<file path="config.mk">
export PLATFORM = sky130hd
export DESIGN_NAME = wgt_top
export DESIGN_NICKNAME = d
export VERILOG_FILES = /design/src/wgt_pkg.sv /design/src/wgt_top.sv
export SDC_FILE = /design/constraint.sdc
export NUM_CORES = 1
export LEC_CHECK = 0
export BUFFER_PORTS_ARGS = -buffer_cell sky130_fd_sc_hd__buf_2
export CAP_MARGIN = 20
export CORE_ASPECT_RATIO = 1.2
export CORE_MARGIN = 2
export CORE_UTILIZATION = 35
export CTS_CLUSTER_DIAMETER = 120
export DETAILED_ROUTE_END_ITERATION = 8
export PLACE_DENSITY = 0.57
export SLEW_MARGIN = 20
export SYNTH_ARGS = -nofsm -noshare
export SYNTH_HDL_FRONTEND = slang
export SYNTH_SLANG_ARGS = --single-unit
</file>
<file path="constraint.sdc">
create_clock -name core_clk -period 2.8 [get_ports core_clk]
set_input_delay 0.56 -clock core_clk [delete_from_list [all_inputs] [get_ports core_clk]]
set_output_delay 0.56 -clock core_clk [all_outputs]
set_load 0.005 [all_outputs]
</file>
<file path="src/wgt_pkg.sv">
/*
 * Constants and carrier types for the windowed guard timer.
 * Assumes a 32-bit classic Wishbone slave port and one clock.
 */
package wgt_pkg;

	localparam int CNT_W = 14;
	localparam int DIV_W = 15;
	localparam int SLOW_W = 2;

	localparam logic [4:0] ADR_CONTROL = 5'h00;
	localparam logic [4:0] ADR_CONFIG = 5'h04;
	localparam logic [4:0] ADR_FLAGS = 5'h08;
	localparam logic [4:0] ADR_IRQ_STAT = 5'h0c;
	localparam logic [4:0] ADR_IRQ_MASK = 5'h10;

	localparam int ARM_BIT = 14;
	localparam int EWI_EN_BIT = 16;
	localparam int SLOW_LSB = 14;
	localparam int IRQ_N = 3;
	localparam int EV_EARLY = 0;
	localparam int EV_WINDOW = 1;
	localparam int EV_UNDER = 2;

	localparam logic [CNT_W-1:0] CNT_RESET = 14'h3fff;
	localparam logic [CNT_W-1:0] WIN_RESET = 14'h3fff;
	localparam logic [CNT_W-1:0] CNT_WARN = 14'h0040;
	localparam logic [CNT_W-1:0] CNT_PRE_WARN = 14'h0041;

	localparam logic [DIV_W-1:0] BASE_DIV = 15'h1000;

	typedef struct packed {
		logic ewi_en;
		logic [SLOW_W-1:0] slow;
		logic [CNT_W-1:0] window;
	} wgt_cfg_s;

	localparam wgt_cfg_s CFG_RESET = '{
		ewi_en: 1'b0,
		slow: 2'h0,
		window: WIN_RESET
	};

endpackage : wgt_pkg

</file>
<file path="src/wgt_top.sv">
/*
 * Windowed guard timer: prescaler, 14-bit down-counter, window
 * check, early warning and a classic Wishbone register slave.
 * Assumes all inputs are synchronous to core_clk and that the
 * system reset controller returns rst after a reset request.
 */
// The Wishbone slave port was decided locally.
`timescale 1ns/1ps

// Summary of operation
// (RULE_01) Decrement once per 4096 times two-power-select cycles
// (RULE_02) Armed: reset request on 0x40 to 0x3F
// (RULE_03) Armed: reset request on refresh above limit
// (RULE_04) Arm latch bit 14 is set-only
// (RULE_05) Counter runs whether armed or not
// (RULE_06) Early warning flag set on reaching 0x40
// (RULE_07) Early warning flag cleared by writing zero
// (RULE_08) Enabled interrupt fires on reaching 0x40
// (RULE_09) Early warning enable bit 16 set-only
// (RULE_10) Refresh limit in config bits 13:0
// (RULE_11) Control bits 13:0 read and load counter
// (RULE_12) Slowdown select 15:14 divides by 1,2,4,8
// (RULE_13) Timeout spans count minus 0x40 plus one ticks
// (RULE_14) Debug halt with freeze input holds counter
// (RULE_15) Software loads bits 13:6 before arming
// (RULE_16) Software refreshes only inside the window
// (RULE_17) Window check uses count before the write
// (RULE_18) Reset request is one pulse, then quiet
module wgt_top
	import wgt_pkg::*;
(
	input wire logic core_clk,
	input wire logic rst,
	input wire logic clk_en,
	input wire logic cpu_halted,
	input wire logic debug_freeze,
	input wire logic wb_cyc_i,
	input wire logic wb_stb_i,
	input wire logic wb_we_i,
	input wire logic [4:0] wb_adr_i,
	input wire logic [3:0] wb_sel_i,
	input wire logic [31:0] wb_dat_i,
	output logic [31:0] wb_dat_o,
	output logic wb_ack_o,
	output logic irq,
	output logic sys_reset_req
);

	logic [CNT_W-1:0] count;
	logic arm_latch;
	wgt_cfg_s cfg;
	logic early_warn_flag;
	logic [IRQ_N-1:0] irq_status;
	logic [IRQ_N-1:0] irq_mask;
	logic [DIV_W-1:0] prescale;
	logic req_done;

	logic bus_req;
	logic wr_en;
	logic rd_en;
	logic hit_ctrl;
	logic hit_cfg;
	logic hit_flags;
	logic hit_stat;
	logic hit_mask;
	logic count_load;
	logic [CNT_W-1:0] load_value;
	logic frozen;
	logic tick;
	logic [DIV_W-1:0] div_last;
	logic reach_warn;
	logic underflow;
	logic window_err;
	logic [IRQ_N-1:0] events;
	logic next_req;
	logic next_irq;
	logic [31:0] next_rdata;
	logic [DIV_W-1:0] next_prescale;
	logic [CNT_W-1:0] next_count;
	logic wr_ctrl_lo;
	logic wr_ctrl_hi;
	logic wr_cfg_lo;
	logic wr_cfg_hi;
	logic wr_cfg_top;
	logic wr_flags;
	logic wr_mask;
	logic rd_stat;

	// A request is taken once; ack drops the cycle after it rises
	assign bus_req = wb_cyc_i && wb_stb_i && !wb_ack_o;
	assign wr_en = bus_req && wb_we_i;
	assign rd_en = bus_req && !wb_we_i;

	assign hit_ctrl = wb_adr_i == ADR_CONTROL;
	assign hit_cfg = wb_adr_i == ADR_CONFIG;
	assign hit_flags = wb_adr_i == ADR_FLAGS;
	assign hit_stat = wb_adr_i == ADR_IRQ_STAT;
	assign hit_mask = wb_adr_i == ADR_IRQ_MASK;

	// Byte lanes of each writable register
	assign wr_ctrl_lo = wr_en && hit_ctrl && wb_sel_i[0];
	assign wr_ctrl_hi = wr_en && hit_ctrl && wb_sel_i[1];
	assign wr_cfg_lo = wr_en && hit_cfg && wb_sel_i[0];
	assign wr_cfg_hi = wr_en && hit_cfg && wb_sel_i[1];
	assign wr_cfg_top = wr_en && hit_cfg && wb_sel_i[2];
	assign wr_flags = wr_en && hit_flags && wb_sel_i[0];
	assign wr_mask = wr_en && hit_mask && wb_sel_i[0];
	assign rd_stat = rd_en && hit_stat;

	// Either low byte of the control word reloads the counter
	assign count_load = wr_ctrl_lo || wr_ctrl_hi;

	always_comb begin
		load_value = count;
		if (wb_sel_i[0]) begin
			load_value[7:0] = wb_dat_i[7:0];
		end
		if (wb_sel_i[1]) begin
			load_value[13:8] = wb_dat_i[13:8];
		end
	end

	// Besides clk_en low, counting stops only when the core is halted and freeze is set
	assign frozen = cpu_halted && debug_freeze; // [RULE_14]

	// Period is the 4096 base shifted by the slowdown select
	assign div_last = (BASE_DIV << cfg.slow) - 15'h0001; // [RULE_12]
	assign tick = !frozen && prescale == div_last; // [RULE_01]

	// Greater-or-equal catches a slowdown change that shortens the period
	always_comb begin
		next_prescale = prescale + 15'h0001; // [RULE_01]
		if (prescale >= div_last) begin
			next_prescale = '0;
		end
	end

	always_ff @(posedge core_clk or posedge rst) begin
		if (rst) begin
			prescale <= '0;
		end else if (clk_en && !frozen) begin
			prescale <= next_prescale;
		end
	end

	// A load in the tick cycle wins; the tick is simply dropped
	always_comb begin
		next_count = count;
		if (count_load) begin
			next_count = load_value; // [RULE_11]
		end else if (tick) begin
			next_count = count - 14'h0001; // [RULE_05] [RULE_13]
		end
	end

	always_ff @(posedge core_clk or posedge rst) begin
		if (rst) begin
			count <= CNT_RESET;
		end else if (clk_en) begin
			count <= next_count;
		end
	end

	// Events of the counting path
	assign reach_warn = tick && !count_load && count == CNT_PRE_WARN;
	assign underflow = tick && !count_load && count == CNT_WARN;
	// Compare against the count held before this write lands
	assign window_err = count_load && count > cfg.window; // [RULE_17]

	assign events[EV_EARLY] = reach_warn;
	assign events[EV_WINDOW] = window_err;
	assign events[EV_UNDER] = underflow;

	// Arm latch and enable can only be set; rst alone clears them
	always_ff @(posedge core_clk or posedge rst) begin
		if (rst) begin
			arm_latch <= 1'b0;
		end else if (clk_en && wr_ctrl_hi) begin
			if (wb_dat_i[ARM_BIT]) begin
				arm_latch <= 1'b1; // [RULE_04]
			end
		end
	end

	always_ff @(posedge core_clk or posedge rst) begin
		if (rst) begin
			cfg <= CFG_RESET;
		end else if (clk_en) begin
			if (wr_cfg_lo) begin
				cfg.window[7:0] <= wb_dat_i[7:0]; // [RULE_10]
			end
			if (wr_cfg_hi) begin
				cfg.window[13:8] <= wb_dat_i[13:8]; // [RULE_10]
				cfg.slow <= wb_dat_i[SLOW_LSB +: SLOW_W]; // [RULE_12]
			end
			if (wr_cfg_top && wb_dat_i[EWI_EN_BIT]) begin
				cfg.ewi_en <= 1'b1; // [RULE_09]
			end
		end
	end

	// Hardware set beats a simultaneous write of zero
	always_ff @(posedge core_clk or posedge rst) begin
		if (rst) begin
			early_warn_flag <= 1'b0;
		end else if (clk_en) begin
			if (reach_warn) begin
				early_warn_flag <= 1'b1; // [RULE_06]
			end else if (wr_flags) begin
				if (!wb_dat_i[0]) begin
					early_warn_flag <= 1'b0; // [RULE_07]
				end
			end
		end
	end

	// Sticky event bits; a read clears them but new events win
	generate
		for (genvar i = 0; i < IRQ_N; i++) begin : g_stat
			always_ff @(posedge core_clk or posedge rst) begin
				if (rst) begin
					irq_status[i] <= 1'b0;
				end else if (clk_en) begin
					if (events[i]) begin
						irq_status[i] <= 1'b1;
					end else if (rd_stat) begin
						irq_status[i] <= 1'b0;
					end
				end
			end
		end
	endgenerate

	// Mask bits follow the same layout as the status bits
	generate
		for (genvar j = 0; j < IRQ_N; j++) begin : g_mask
			always_ff @(posedge core_clk or posedge rst) begin
				if (rst) begin
					irq_mask[j] <= 1'b0;
				end else if (clk_en && wr_mask) begin
					irq_mask[j] <= wb_dat_i[j];
				end
			end
		end
	endgenerate

	// Early warning interrupt stays up until the flag is cleared
	always_comb begin
		next_irq = |(irq_status & irq_mask);
		if (cfg.ewi_en && early_warn_flag) begin
			next_irq = 1'b1; // [RULE_08]
		end
	end

	always_ff @(posedge core_clk or posedge rst) begin
		if (rst) begin
			irq <= 1'b0;
		end else if (clk_en) begin
			irq <= next_irq;
		end
	end

	// Only one pulse per reset: the controller is expected to reset us
	always_comb begin
		next_req = 1'b0;
		if (arm_latch && !req_done) begin
			if (underflow) begin
				next_req = 1'b1; // [RULE_02]
			end
			if (window_err) begin
				next_req = 1'b1; // [RULE_03]
			end
		end
	end

	always_ff @(posedge core_clk or posedge rst) begin
		if (rst) begin
			sys_reset_req <= 1'b0;
			req_done <= 1'b0;
		end else if (clk_en) begin
			sys_reset_req <= next_req; // [RULE_18]
			if (next_req) begin
				req_done <= 1'b1; // [RULE_18]
			end
		end
	end

	// Unmapped addresses still answer, with zero data
	always_comb begin
		next_rdata = '0;
		unique case (wb_adr_i)
			ADR_CONTROL: begin
				next_rdata[CNT_W-1:0] = count; // [RULE_11]
				next_rdata[ARM_BIT] = arm_latch; // [RULE_04]
			end
			ADR_CONFIG: begin
				next_rdata[EWI_EN_BIT:0] = cfg; // [RULE_10]
			end
			ADR_FLAGS: begin
				next_rdata[0] = early_warn_flag; // [RULE_06]
			end
			ADR_IRQ_STAT: begin
				next_rdata[IRQ_N-1:0] = irq_status;
			end
			ADR_IRQ_MASK: begin
				next_rdata[IRQ_N-1:0] = irq_mask;
			end
			default: begin
				next_rdata = '0;
			end
		endcase
	end

	// Ack is one pulse; a request still held while ack is up is not retaken
	always_ff @(posedge core_clk or posedge rst) begin
		if (rst) begin
			wb_ack_o <= 1'b0;
		end else if (clk_en) begin
			wb_ack_o <= bus_req;
		end
	end

	// Read data keeps its last value between reads
	always_ff @(posedge core_clk or posedge rst) begin
		if (rst) begin
			wb_dat_o <= '0;
		end else if (clk_en && rd_en) begin
			wb_dat_o <= next_rdata;
		end
	end

endmodule : wgt_top

</file>
## Word-level counts from Yosys, hierarchy flattened

Cells that the tools add are included.

- Word-level logic and storage cells: 110
- Bits in registers: 75
- Latch bits: 0
- Memories kept: 0
- Bits of input ports: 49
- Output and inout port bits: 35
- ROM bits: 0
- Bits in writable memories: 0

- Muxes and demuxes: 20
- Divide/modulo/power cells: 0
- Bitwise operators: 1
- Add/sub/neg operators: 3
- Eq/ne operators: 10
- Reduce and logical (&&, ||, !) cells: 53
- Shift operators: 1
- $mul: 0
- Order comparisons: 2

Operator list:

| operator | count |
|---|---|
| $logic_and A1 B1 Y1 | 29 |
| $eq A14 B7 Y1 const B | 2 |
| $mux W14 | 2 |
| $pmux W12 S2 | 1 |
| $reduce_and A2 Y1 | 8 |
| $add A15 B1 Y15 const B | 1 |
| $eq A15 B15 Y1 | 1 |
| $ge A15 B15 Y1 | 1 |
| $mux W15 | 1 |
| $shl A13 B2 Y15 const A | 1 |
| $sub A15 B1 Y15 const B | 1 |
| $gt A14 B14 Y1 | 1 |
| $sub A14 B1 Y14 const B | 1 |
| $mux W1 | 11 |
| $eq A5 B4 Y1 const B | 2 |
| $reduce_bool A2 Y1 | 5 |
| $reduce_and A3 Y1 | 3 |
| $mux W8 | 1 |
| $pmux W2 S4 | 1 |
| $mux W6 | 1 |
| $eq A5 B3 Y1 const B | 1 |
| $eq A5 B5 Y1 const B | 1 |
| $logic_not A1 Y1 | 5 |
| $logic_not A5 Y1 | 1 |
| other kinds (7) | 8 |

## Longest topological paths before layout

- Depth after elaboration: 13
- Gate-level depth with buffers: 8
- Gate-level depth less buffers: 7

## Worst setup path after synthesis

Ideal clock, no wire load.

- Kind: input -> register
- From: in wb_adr_i[3]
- To: reg count[1]
- Stages: 7
- Path buffers: 2
- Data arrival time: 2.488 ns
- Slack: 0.229 ns
- Data required time: 2.718 ns
- Cell sequence: buf_6 or4_1 buf_2 nor4_4 nor4_2 o21ai_4 mux2_4

- Longest elaborated chain between the ends: 6

RTL lines:

| what | RTL line | source |
|---|---|---|
| from (decl) | wgt_top.sv:40 | `input wire logic [4:0] wb_adr_i,` |
| $logic_not A5 Y1 * | wgt_top.sv:94 | `assign hit_ctrl = wb_adr_i == ADR_CONTROL;` |
| $logic_and A1 B1 Y1 * | wgt_top.sv:101, wgt_top.sv:102 |  |
| $logic_and A1 B1 Y1, on equally long branches | wgt_top.sv:101, wgt_top.sv:102 |  |
| $logic_or A1 B1 Y1 * | wgt_top.sv:111 | `assign count_load = wr_ctrl_lo \|\| wr_ctrl_hi;` |
| $ne A2 B2 Y1 (no line) / $reduce_bool A2 Y1 (equally long branches) | n/a |  |
| $reduce_and A3 Y1 (no line) | n/a |  |
| to (signal assigned) | wgt_top.sv:160 | `count <= next_count;` |
| to (decl) | wgt_top.sv:49 | `logic [CNT_W-1:0] count;` |

Every way passes the cells marked *; elsewhere a longest branch is shown, timed or not.
A chain may end at the register's enable or synchronous reset.

## Worst setup path after layout

- From: reg cfg[15] (netlist bit)
- To: reg count[3]

- Longest elaborated chain between the ends: 6

RTL lines:

| what | RTL line | source |
|---|---|---|
| from (decl) | wgt_top.sv:51 | `wgt_cfg_s cfg;` |
| $shl A13 B2 Y15 | wgt_top.sv:127 | `assign div_last = (BASE_DIV << cfg.slow) - 15'h0001;` |
| $sub A15 B1 Y15 | wgt_top.sv:127 |  |
| $eq A15 B15 Y1 | wgt_top.sv:128 | `assign tick = !frozen && prescale == div_last;` |
| $logic_and A1 B1 Y1 | wgt_top.sv:128 |  |
| $reduce_bool A2 Y1 (no line) | n/a |  |
| $reduce_and A3 Y1 (no line) | n/a |  |

No other way between the ends.

==> results.yml <==
setup_path:
  critPathLaunch: "cfg[15]"
  crit_required_ns: 3.07
  endpoint_kind: "flop"
  worstRegToRegCells: 8
  start_kind: "flop"
  worstSetupPathType: "flop to flop"
  reg2reg_from: "cfg[15]"
  path_max_fanout: 10
  cp.arrival_ns: 2.64
timing:
  slew_headroom_pct: 50.1
  worst_clock_skew_ns: 0.00632
  setup_ws_ns: 0.432
  rsz0062_at_grt: "false"
  report.final.slew_viol_count: 0
  fin_tns_setup_ns: 0
  fin_crit_ns: 2.37
  max_freq_mhz: 422
  period_share_pct: 84.6
  setup_viol: 0
  hold_viol_final: 0
  tightest_slew_ns: 0.744
  whs_ns: 0.274
clock_network:
  cts_tree: "yes"
  cts_max_path_buffers: 2
  htreeDepth: 3
  clk_latency_ns: 0.34
  clk_pin_slew_worst_paths_ns: 0.06
  post_cts.repair.setup_buffers: 0
  cts_hold_buf: 0
  cts_resized: 0
  numCtsBuffers: 9
  root_buffer: "clkbuf_16"
  clkSinkCount: 75
placed_design:
  routabilityCongestion: 0.846
  io_buffer_count: 52
  dp_slack_ns: 0.149
  dpl.hpwl_mm: 8.25
final_layout:
  multi_input_comb_area_um2: 2230
  syn_to_final_growth_pct: 17.9
  nNetsFinal: 579
  seqCellArea_um2: 1910
  drive_gt1_share_pct: 28.7
  fillers: 1228
  diodes: 0
  fin_util_pct: 42.4
global_routing:
  grt_util_met2_pct: 30.1
  grt.total_usage_pct: 17.4
  use_met1_pct: 20.6
  antenna_found_initial: 1
  grt_pass1_vias: 3592
  grt_overflow: 0
  met3_usage_pct: 3.93
  grt_max_degree: 29
  grt.busiest_layer: "met2"
  grt_first_pass_wirelength_mm: 18.2
floorplan:
  core-area_um2: 12100
  die_w_um: 106
  fp.dieArea_um2: 13300
  ios: 84
  start_util_pct: 35.9
  row_count: 44
  die_h_um: 126
synth:
  syn_area_per_cell_um2: 9.78
  synthArstFlopShare_pct: 100
  synth_top_area_share_pct: 27.0
  ys_top_cells_by_area: "dfrtp_1, dfstp_2, ha_1, mux2_2, nor2_1"
  synth.distinct_cells: 57
  syn_area_um2: 4350
  synth_edf_count: 0
  syn_inst: 445
  ys_ff_latch: 75
  yosysTopAreaCell: "dfrtp_1"
  synth_warnings: 0
  ys_seq_area_share_pct: 43.9
  synth_flop_cell: "dfrtp_1"
detailed_routing:
  drt_pass1_iterations: 4
  wl_per_cell_um: 16.4
  drc: 0
  via_per_inst: 5.34
  num_vias: 3607
  routed_wl_mm: 11.1
  antenna_left: 0
  drtIter0Drc: 208
power:
  clockPowerShare_pct: 41.9
  finalPower_uw: 2680
  p_seq_share_pct: 46.3
  swShare_pct: 27.9
  power_frac_comb_pct: 11.8
  power_switching_uw: 747
  ir_worst_vdd_uv: 328
  p_int_uw: 1930
  p_leak_uw: 0.00234
  p_per_area_nw_per_um2: 522
outcome:
  outcome: "completed"
job:
  maxCapViolations: 0
hold_path:
  worst_hold_path_type: "input port to async pin"
per-layer routing:
metal | vias up | wire length (um) | share of wire, %
met4 | 0 | 221 | 2.0
met1 | 1785 | 4710 | 42
met5 | - | 0 | 0
met3 | 15 | 393 | 3.5
met2 | 72 | 5780 | 52
li1 | 1735 | - | -
sequential cells by signal, summed over array words and instances (netlist names):
name / cells
arm_latch: 1
wb_ack_o: 1
irq_status: 3
irq: 1
cfg: 17
req_done: 1
irq_mask: 3
count: 14
wb_dat_o: 17
sys_reset_req: 1
prescale: 15
early_warn_flag: 1
power by group through the flow:
stage / Combinational (uW) / Sequential [uW] / Clock (uW)
6_report: 315 / 1240 / 1120
3_3_place_gp: 306 / 1250 / 0
4_1_cts: 320 / 1240 / 1150
5_1_grt: 358 / 1250 / 1190
2_1_floorplan: 198 / 1250 / 0
3_5_place_dp: 317 / 1260 / 0
final timing paths:
kind | endpoint | slack [ns]
min in group core_clk | cfg[15] | 0.46
worst min register to register | wb_dat_o[16] | 0.48
worst max register to register | count[3] | 0.43
worst min-delay path | prescale[7] | 0.27
worst max-delay path | count[3] | 0.43
max in group asynchronous | count[9] | 1.68
cells in the mapped netlist (9+ instances only):
master    number
buf_4         16
dfrtp_1       47
nor3_1        14
nor2_1        47
a221oi_1      12
nand3_1       16
dfstp_2       28
inv_1         21
ha_1          20
xor2_1        10
clkbuf_1      12
nand2_1       31
mux2_2        21
a21oi_1       21
o21ai_0       18
and3_1         9
area by class of cell:
class | count | share of cell area, %
multi-input cells | 329 | 43.4
flip-flops and latches | 75 | 37.3
clock buffers | 9 | 4.39
inverters | 21 | 1.54
well taps | 161 | 3.93
clock inverters | 7 | 1.17
repair buffers | 74 | 8.29
per-stage QoR:
step	cell area (um^2)	std cells
final	5130	676
after global routing	5130	676
after CTS	5130	676
after detailed placement	4840	660
after global placement	4840	660
after floorplan	4400	459
cells by family after synthesis:
family | share of synthesized area, %
flops | 43.9
buf+inv | 6.41
simple gates | 18.3
mux | 7.16
other cells | 0.0862
xor+xnor | 2.21
fa+ha+maj | 5.75
compound gates | 16.2
critical path, stage by stage, from the launching register on:
cell and delay, ns:
dfrtp_1 0.44, inv_1 0.07, ha_1 0.29, and3_1 0.14, nand3_1 0.14, nor4_4 0.66
buf_4 0.27, o221ai_1 0.13, o2bb2ai_1 0.14
placed cells by master (no fill, tap or decap), types with 3 or more instances in the layout:
master | Yosys | routed
a21oi_1 | 21 | 21
a221oi_1 | 12 | 12
a22o_1 | 8 | 8
a22oi_1 | 3 | 3
a311oi_1 | 3 | 3
and2_1 | 3 | 3
and3_1 | 9 | 9
and4_1 | 3 | 3
buf_2 | 4 | 52
buf_4 | 16 | 22
clkbuf_16 | 0 | 9
clkinvlp_4 | 0 | 3
conb_1 | 1 | 15
dfrtp_1 | 47 | 47
dfstp_2 | 28 | 28
ha_1 | 20 | 20
inv_1 | 21 | 20
inv_6 | 0 | 3
mux2_2 | 21 | 21
mux2i_1 | 6 | 6
nand2_1 | 31 | 31
nand3_1 | 16 | 16
nand4_1 | 7 | 7
nor2_1 | 47 | 47
nor2b_1 | 4 | 4
nor3_1 | 14 | 13
nor3b_1 | 4 | 4
o211ai_1 | 4 | 4
o21ai_0 | 18 | 18
o21ai_1 | 5 | 5
o221ai_1 | 4 | 4
o2bb2ai_1 | 6 | 6
or4_1 | 4 | 4
xor2_1 | 10 | 10
Note: power is estimated with default switching activity, not from simulation.
